**src/hdl/sram_ctrl_pkg.sv**
```systemverilog
// Purpose: shared constants and types of the burst sram control block
// Assumes: one 125 MHz clock, synchronous active-high reset
// Notes: register offsets are byte addresses on a 32-bit classic wishbone slave
package sram_ctrl_pkg;
  localparam int ADDR_W = 17;
  localparam int DATA_W = 32;
  localparam int LANES = 4;
  localparam int WB_ADR_W = 8;
  localparam int CLK_PERIOD_NS = 8;

  // register map
  localparam logic [WB_ADR_W-1:0] CTRL_OFFSET = 8'h00;
  localparam logic [WB_ADR_W-1:0] STATUS_OFFSET = 8'h04;
  localparam logic [DATA_W-1:0] CTRL_RESET = 32'h00000000;

  // ctrl fields
  localparam int CTRL_FORCE_SLEEP_BIT = 0;

  // status fields
  localparam int STAT_MODE_LSB = 0;
  localparam int STAT_WRITE_BIT = 2;
  localparam int STAT_INTERLEAVE_BIT = 3;
  localparam int STAT_ADDR_LSB = 4;

  typedef enum logic [1:0] {
    MODE_DESELECT = 2'b00,
    MODE_ACTIVE = 2'b01,
    MODE_SLEEP = 2'b10
  } mode_t;
endpackage

```
**src/hdl/burst_seq.sv**
```systemverilog
// Purpose: low two address bits of a four-beat burst
// Assumes: count is the number of advances since the burst start
// Notes: combinational, no state
`timescale 1ns/100ps
module burst_seq (
  input wire logic [1:0] start_i,
  input wire logic [1:0] count_i,
  input wire logic interleaved_i,
  output logic [1:0] addr_o
);
  always_comb begin
    if (interleaved_i) begin
      addr_o = start_i ^ count_i;
    end else begin
      addr_o = 2'(start_i + count_i);
    end
  end
endmodule

```
**src/hdl/sync_burst_sram_control.sv**
```systemverilog
// Purpose: control logic of a synchronous pipelined burst sram
// Assumes: the bus master runs on clk_i; the array is an external synchronous memory
// Notes: data bus enable follows output_enable_n_i and sleep_request_i without a clock
//
// Register access over Wishbone and the register addresses were chosen for this implementation.
`timescale 1ns/100ps

module sync_burst_sram_control (
  input wire logic clk_i,
  input wire logic rst_i,
  input wire logic [sram_ctrl_pkg::ADDR_W-1:0] ext_addr_i,
  input wire logic primary_chip_enable_n_i,
  input wire logic depth_enable_high_i,
  input wire logic depth_enable_low_n_i,
  input wire logic processor_addr_strobe_n_i,
  input wire logic controller_addr_strobe_n_i,
  input wire logic burst_advance_n_i,
  input wire logic global_write_n_i,
  input wire logic byte_write_enable_n_i,
  input wire logic [sram_ctrl_pkg::LANES-1:0] byte_lane_select_n_i,
  input wire logic output_enable_n_i,
  input wire logic sleep_request_i,
  input wire logic burst_order_select_i,
  input wire logic [sram_ctrl_pkg::DATA_W-1:0] data_io_lanes_i,
  output logic [sram_ctrl_pkg::DATA_W-1:0] data_io_lanes_o,
  output logic data_io_lanes_oe_n_o,
  output logic array_en_o,
  output logic [sram_ctrl_pkg::LANES-1:0] array_we_o,
  output logic [sram_ctrl_pkg::ADDR_W-1:0] array_addr_o,
  output logic [sram_ctrl_pkg::DATA_W-1:0] array_wdata_o,
  input wire logic [sram_ctrl_pkg::DATA_W-1:0] array_rdata_i,
  input wire logic wb_cyc_i,
  input wire logic wb_stb_i,
  input wire logic wb_we_i,
  input wire logic [sram_ctrl_pkg::WB_ADR_W-1:0] wb_adr_i,
  input wire logic [3:0] wb_sel_i,
  input wire logic [sram_ctrl_pkg::DATA_W-1:0] wb_dat_i,
  output logic [sram_ctrl_pkg::DATA_W-1:0] wb_dat_o,
  output logic wb_ack_o
);
  import sram_ctrl_pkg::*;

  typedef struct packed {
    mode_t mode;
    logic [ADDR_W-1:0] base;
    logic [1:0] count;
    logic wr;
    logic en;
    logic [LANES-1:0] we;
    logic [ADDR_W-1:0] addr;
    logic [DATA_W-1:0] wdata;
    logic [DATA_W-1:0] rdata;
    logic rd_valid;
    logic [1:0] sleep_sync;
    logic [1:0] order_sync;
    logic [DATA_W-1:0] ctrl;
    logic ack;
    logic [DATA_W-1:0] wb_rdata;
  } state_t;

  state_t cur_ff;
  state_t nxt_cur;
  logic [1:0] burst_low;
  logic [1:0] next_count;
  logic [1:0] next_low;

  function automatic logic [DATA_W-1:0] lane_merge(input logic [DATA_W-1:0] old_v,
                                                    input logic [DATA_W-1:0] new_v,
                                                    input logic [3:0] sel);
    logic [DATA_W-1:0] r;
    r = old_v;
    for (int i = 0; i < 4; i++) begin
      if (sel[i]) begin
        r[i*8 +: 8] = new_v[i*8 +: 8];
      end
    end
    return r;
  endfunction

  // burst address for the advanced count of the running burst
  assign next_count = 2'(cur_ff.count + 2'h1);

  burst_seq u_burst_seq (
    .start_i(cur_ff.base[1:0]),
    .count_i(next_count),
    .interleaved_i(cur_ff.order_sync[1]),
    .addr_o(next_low)
  );

  assign burst_low = next_low;

  always_comb begin
    logic selected;
    logic strobe;
    logic [LANES-1:0] lanes;
    logic asleep;
    logic wb_req;
    selected = 1'b0;
    strobe = 1'b0;
    lanes = '0;
    asleep = 1'b0;
    wb_req = wb_cyc_i & wb_stb_i;
    nxt_cur = cur_ff;

    nxt_cur.sleep_sync = {cur_ff.sleep_sync[0], sleep_request_i};
    nxt_cur.order_sync = {cur_ff.order_sync[0], burst_order_select_i};
    asleep = cur_ff.sleep_sync[1] | cur_ff.ctrl[CTRL_FORCE_SLEEP_BIT];

    selected = ~primary_chip_enable_n_i & depth_enable_high_i
               & ~depth_enable_low_n_i;

    if (~global_write_n_i) begin
      lanes = {LANES{1'b1}};
    end else if (~byte_write_enable_n_i) begin
      lanes = ~byte_lane_select_n_i;
    end

    nxt_cur.en = 1'b0;
    nxt_cur.we = '0;
    nxt_cur.rd_valid = 1'b0;

    if (~processor_addr_strobe_n_i & ~primary_chip_enable_n_i) begin
      strobe = 1'b1;
      nxt_cur.wr = 1'b0;
    end else if (~controller_addr_strobe_n_i) begin
      strobe = 1'b1;
      nxt_cur.wr = |lanes;
    end

    if (asleep) begin
      nxt_cur.mode = MODE_SLEEP;
    end else if (strobe) begin
      nxt_cur.count = 2'h0;
      if (selected) begin
        nxt_cur.mode = MODE_ACTIVE;
        nxt_cur.base = ext_addr_i;
        nxt_cur.addr = ext_addr_i;
      end else begin
        nxt_cur.mode = MODE_DESELECT;
      end
    end else if (cur_ff.mode == MODE_ACTIVE) begin
      nxt_cur.wr = |lanes;
      if (~burst_advance_n_i) begin
        nxt_cur.count = next_count;
        nxt_cur.addr = {cur_ff.base[ADDR_W-1:2], burst_low};
      end
    end

    case (nxt_cur.mode)
      MODE_ACTIVE: begin
        nxt_cur.en = 1'b1;
        if (nxt_cur.wr) begin
          nxt_cur.we = lanes;
          nxt_cur.wdata = data_io_lanes_i;
        end else begin
          nxt_cur.rd_valid = 1'b1;
        end
      end
      MODE_DESELECT: begin
        nxt_cur.en = 1'b0;
      end
      MODE_SLEEP: begin
        nxt_cur.en = 1'b0;
      end
      default: begin
        nxt_cur.mode = MODE_DESELECT;
      end
    endcase

    // read data flows out one cycle after the array access
    nxt_cur.rdata = cur_ff.rd_valid ? array_rdata_i : cur_ff.rdata;

    nxt_cur.ack = wb_req & ~cur_ff.ack;
    if (wb_req & ~cur_ff.ack) begin
      case (wb_adr_i)
        CTRL_OFFSET: begin
          nxt_cur.wb_rdata = cur_ff.ctrl;
        end
        STATUS_OFFSET: begin
          nxt_cur.wb_rdata = '0;
          nxt_cur.wb_rdata[STAT_MODE_LSB +: 2] = cur_ff.mode;
          nxt_cur.wb_rdata[STAT_WRITE_BIT] = cur_ff.wr;
          nxt_cur.wb_rdata[STAT_INTERLEAVE_BIT] = cur_ff.order_sync[1];
          nxt_cur.wb_rdata[STAT_ADDR_LSB +: ADDR_W] = cur_ff.addr;
        end
        default: begin
          nxt_cur.wb_rdata = '0;
        end
      endcase
    end
    if (wb_req & cur_ff.ack & wb_we_i & (wb_adr_i == CTRL_OFFSET)) begin
      nxt_cur.ctrl = lane_merge(cur_ff.ctrl, wb_dat_i, wb_sel_i) & 32'h00000001;
    end
  end

  always_ff @(posedge clk_i) begin
    if (rst_i) begin
      cur_ff <= '0;
      cur_ff.mode <= MODE_DESELECT;
      cur_ff.ctrl <= CTRL_RESET;
    end else begin
      cur_ff <= nxt_cur;
    end
  end

  // bus drive is gated by output enable and sleep with no clock in the path
  always_comb begin
    data_io_lanes_oe_n_o = ~(cur_ff.rd_valid & ~output_enable_n_i
                             & ~sleep_request_i);
  end

  assign data_io_lanes_o = cur_ff.rdata;
  assign array_en_o = cur_ff.en;
  assign array_we_o = cur_ff.we;
  assign array_addr_o = cur_ff.addr;
  assign array_wdata_o = cur_ff.wdata;
  assign wb_dat_o = cur_ff.wb_rdata;
  assign wb_ack_o = cur_ff.ack;
endmodule

```
**config.mk**
```make
export PLATFORM = sky130hd
export DESIGN_NAME = sync_burst_sram_control
export DESIGN_NICKNAME = d
export VERILOG_FILES = /design/src/hdl/sram_ctrl_pkg.sv /design/src/hdl/burst_seq.sv /design/src/hdl/sync_burst_sram_control.sv
export SDC_FILE = /design/constraint.sdc
export NUM_CORES = 1
export LEC_CHECK = 0
export BUFFER_PORTS_ARGS = -buffer_cell sky130_fd_sc_hd__buf_2
export CORE_MARGIN = 10
export CORE_UTILIZATION = 48
export DETAILED_ROUTE_END_ITERATION = 12
export GPL_TIMING_DRIVEN = 0
export PLACE_DENSITY = 0.79
export SLEW_MARGIN = 20
export SYNTH_ARGS = -nofsm -noshare
export SYNTH_HDL_FRONTEND = slang
export SYNTH_SLANG_ARGS = --single-unit
```
**constraint.sdc**
```tcl
create_clock -name clk_i -period 2.35 [get_ports clk_i]
set_input_delay 0.47 -clock clk_i [delete_from_list [all_inputs] [get_ports clk_i]]
set_output_delay 0.47 -clock clk_i [all_outputs]
set_load 0.005 [all_outputs]
```
Word-level counts from Yosys, hierarchy flattened. Index checks and enable logic that the tools add are counted.

Logic and storage cells: 83. Output and inout port bits: 120. Register bits after elaboration: 147. Bits of input ports: 145.

Bitwise gates (word level): 24. Reduce and logical (&&, ||, !) cells: 13. Equal/unequal tests: 6. Add/subtract/negate cells: 2. Mux-type cells: 23.

Operators by type and width (number): $mux 17 (5); $pmux 21 s2 (1); $mux 19 (1); $not 1->1 (11); $and 1x1->1 (10); $mux 1 (9); $eq 8x3->1 const B (1); $logic_not 8->1 (1); $mux 2 (4); $mux 4 (2); $reduce_and 3->1 (2); $reduce_or 3->1 (2); $eq 2x1->1 const B (2); $not 4->4 (1); $reduce_and 2->1 (2); $reduce_and 4->1 (1); $reduce_or 2->1 (2); $reduce_or 4->1 (1); $mux 3 (1); $add 2x1->2 const B (1); $add 2x2->2 (1); $eq 2x2->1 const B (1); $logic_not 2->1 (1); $ne 2x1->1 const B (1); 4 further kinds (4).

Depth between registers and ports, before layout.
Depth after elaboration: 11. Depth in mapped cells: 6.

By module. From an unflattened synthesis, not the netlist that was laid out.

Cell total of the unflattened synthesis: 663. Area total of the unflattened synthesis: 6246.0 µm².

By module, submodules not included: sync_burst_sram_control (cells each 659, instances 1, area each 6209.7 µm²); burst_seq (cells each 4, instances 1, area each 36.3 µm²).

Worst setup path after synthesis. Ideal clock, no wire load.

Kind: input port to flip-flop. From: input primary_chip_enable_n_i. To: register cur_ff (netlist bit array_wdata_o[10]). Cell stages on the path: 6. Library setup time: 72 ps. Setup slack: 564 ps. Arrival time: 1715 ps. Cell sequence: nor3b_2 nand3_1 buf_4 a211oi_4 buf_8 mux2i_1.

Longest elaborated chain between the ends: 8. Elaborated cells on any way between the ends: 14. Those cells by class: eq/ne: 1; mux: 8; bitwise: 4; reduce/logical: 1.

Ends and longest elaborated chain: start, declared (line sync_burst_sram_control.sv:12) `input wire logic primary_chip_enable_n_i,`; $not 1->1 * (line sync_burst_sram_control.sv:109, sync_burst_sram_control.sv:122); $and 1x1->1 (line sync_burst_sram_control.sv:109) `selected = ~primary_chip_enable_n_i & depth_enable_high_i`; $and 1x1->1 (line sync_burst_sram_control.sv:110) `& ~depth_enable_low_n_i;`; $mux 1 (line sync_burst_sram_control.sv:134) `if (selected) begin`; $mux 19 (line sync_burst_sram_control.sv:132) `end else if (strobe) begin`; $mux 2 (line sync_burst_sram_control.sv:130) `if (asleep) begin`; $eq 2x1->1 (line sync_burst_sram_control.sv:149) `case (nxt_cur.mode)`; $reduce_and 2->1 (no line) *; end signal, assigned (line sync_burst_sram_control.sv:202) `cur_ff <= nxt_cur;`; end, declared (line sync_burst_sram_control.sv:61) `state_t cur_ff;`.

Mark *: on every way between the ends. The rest lies on a longest branch, timed or not. The select of a mux whose other input is x is not followed. A chain may end at the register's enable or synchronous reset.

Final worst setup path.
From: register cur_ff[69] (netlist name). To: output data_io_lanes_oe_n_o.

Longest elaborated chain between the ends: 3.

Ends and longest elaborated chain: $and 1x1->1 (line sync_burst_sram_control.sv:208) `data_io_lanes_oe_n_o = ~(cur_ff.rd_valid & ~output_enable_n_i`; $and 1x1->1 (line sync_burst_sram_control.sv:209) `& ~sleep_request_i);`; $not 1->1 (line sync_burst_sram_control.sv:208); end, declared (line sync_burst_sram_control.sv:26) `output logic data_io_lanes_oe_n_o,`.

No other way between the ends.

==> results_dict.tcl <==
set metrics [dict create \
    slew-limit-headroom_pct 57.9 \
    yosys-mux-area-fraction_pct 13.6 \
    slowest_delay_ps 360 \
    stdcell_area_um2 8060 \
    synth_top_family_by_area "buffers and inverters" \
    routed-wl-met2_um 7710 \
    worstReg2RegEnd "array_wdata_o[2]" \
    rsz0062_at_grt "no" \
    hold_depth 2 \
    crit_family "buffers and inverters" \
    final_cell_mix "buf_2, dfxtp_1, buf_4, nand2_1, mux2i_1" \
    worstPathCellList "clkbuf_1 > clkbuf_2 > nand2_1 > buf_2" \
    dp_hpwl_um 13300 \
    final_hold_viol_count 0 \
    grt_max_degree 17 \
    min_path_type "in2reg" \
    ioPinCount 265 \
    num_antenna_cells 0 \
    clockBufferDepth 2 \
    htree_levels 4 \
    wl_met3_um 1850 \
    yosysSeqAreaShare_pct 44.5 \
    finalSetupTns_ps 0 \
    syn_avg_cell_area_um2 9.20 \
    slew_viol_final 0 \
    fin_crit_ps 2040 \
    cp.arrival_ps 1570 \
    syn_inst 664 \
    wl_per_cell_um 15.3 \
    portBuffers 218 \
    top_layer_used "met5" \
    synth_top_area_cell "dfxtp_1" \
    cts_tree "yes" \
    ys_ff_latch 136 \
    drt-met1-wl_um 6800 \
    routed_wl_um 16800 \
    clkSinkCount 136 \
    fmax_mhz 491 \
    worstPathRequired_ps 1880 \
    fin_ws_ps 312 \
    grt_pass1_wl_um 26500 \
    vdd_drop_max_mv 0.362 \
    rrSetupSlack_ps 380 \
    yosysWarnings 0 \
    num-nets-final 1057 \
    layout-drive-gt1-share_pct 42.3 \
    final_common_cell "buf_2" \
    dieHeight_um 133 \
    syn_area_um2 6110 \
    post_cts_buffers 0 \
    netlist.area_leader.share_pct 44.5 \
    setup_viol 0 \
    die_area_um2 17600 \
    crit_type "reg2out" \
    worst_pin_slew_ps 631 \
    synth_edf_count 0 \
    hold_path_startpoint "burst_order_select_i" \
    grt_pass1_vias 5277 \
    cp-end-kind "output port" \
    cts_buffers 17 \
    via_per_inst 4.64 \
    ys_types 41 \
    die_x_um 133 \
    antenna_left 0 \
    synth_compound_area_share_pct 8.80 \
    synth_xor_area_share_pct 0.512 \
    synth_simple_gate_area_share_pct 14.2 \
    rr_worst_depth 5 \
    synthAdderAreaFrac_pct 0.205 \
    start_util_pct 48.6 \
    crit_path_top_delay_cell "clkbuf_2" \
    powerDensity_nw_per_um2 689 \
    core-area_um2 12600 \
    vias 5082 \
    pre_cts_slack_ps 123 \
    async_reset_ff_share_pct 0 \
    maxCapViolCount 0 \
    status "complete, no violations" \
    area_growth_pct 31.9 \
    p_leak_uw 0.00395 \
    drt-pass1-iter-count 4 \
    period_share_pct 86.7 \
    grt_overflow_total 0 \
    track_usage_pct 18.5 \
    rows 41 \
    synth_ff_type "dfxtp_1" \
    path_buf_inv 3 \
    cts_root_buf "clkbuf_16" \
    rr_startpoint "cur_ff[33]" \
    path_max_fanout 10 \
    dr.first_iter.drc_count 222 \
    final_util_pct 64.1 \
    gp_congestion 0.884 \
    clock_skew_ps 9.11 \
    grt_antenna_before_repair 2 \
    placed_area_um2 7460 \
    clk_latency_ps 420 \
    startpoint_type "register" \
    post-route-drc-count 0 \
    ys_top_cells_by_area "dfxtp_1, buf_4, mux2i_1" \
    holdPathEnd "cur_ff[65]" \
    cts.clk_slew.worst_paths_ps 60 \
]
-- through the flow --
| stage | hold WS [ps] | std cells | total power (uW) |
|---|---|---|---|
| after detailed placement | 427 | 1064 | 2900 |
| after global routing | 279 | 1096 | 5760 |
| after floorplan | 414 | 674 | 2700 |
| after CTS | 255 | 1096 | 5600 |
| final | 270 | 1096 | 5550 |
| after global placement | 429 | 1064 | 2900 |
-- routing by layer --
metal  global-route usage, %  up-vias
li1                        -     2583
met1                    19.9     2270
met2                    30.0      200
met3                    9.01       27
met4                    8.74        2
met5                       0        -
-- cells in the mapped netlist, types with 2 or more instances --
cell,number
dfxtp_1,136
buf_4,121
nand2_1,102
mux2i_1,83
nor2_1,77
clkbuf_1,26
a22oi_1,20
a21oi_1,19
a311oi_1,17
buf_2,6
inv_1,6
nor2b_1,5
o21a_1,5
nor3_1,4
buf_8,3
nand3b_1,3
nor4_1,3
and2_1,2
nand3_1,2
o32ai_1,2
or4_1,2
-- sequential cells by signal, summed over array words and instances, names as in the netlist --
register and count:
array_we_o 4, wb_dat_o 21, cur_ff 28, wb_ack_o 1, array_addr_o 17, array_en_o 1, array_wdata_o 32, data_io_lanes_o 32
-- layout make-up --
cell class	instances	area, um2
Buffer	157	1090
Clock buffer	19	453
Clock inverter	13	151
Fill cell	1076	4510
Inverter	6	22.5
Multi-Input combinational cell	375	2320
Sequential cell	136	2720
Tap cell	172	215
Timing Repair Buffer	218	1090
-- worst max-delay path by stage --
stage	cells past startpoint	start	end	slack, ps
floorplan	6	primary_chip_enable_n_i	array_wdata_o[10]	560
global placement	7	primary_chip_enable_n_i	array_wdata_o[5]	150
detailed placement	7	primary_chip_enable_n_i	array_wdata_o[2]	120
CTS	4	cur_ff[69]	data_io_lanes_oe_n_o	50
global route	4	cur_ff[69]	data_io_lanes_oe_n_o	180
finish	4	cur_ff[69]	data_io_lanes_oe_n_o	310
-- cells by family after synthesis --
group,count (synthesis)
mux,83
xor+xnor,2
fa+ha+maj,1
flops,136
compound gates,71
other cells,1
buf+inv,163
simple gates,207
-- report_power, final --
group          switching, uW  internal, uW  total (uW)
Sequential              32.6          2360        2390
Combinational            234           228         463
Clock                    985          1710        2700
Total                   1250          4300        5550
-- timing repair --
| action | 4_1_cts | 5_1_grt |
|---|---|---|
| resized for setup | 0 | 2 |
| setup endpoints to repair | 0 | 1 |
| hold buffers | 0 | 0 |
(Power assumes the default switching activity.)
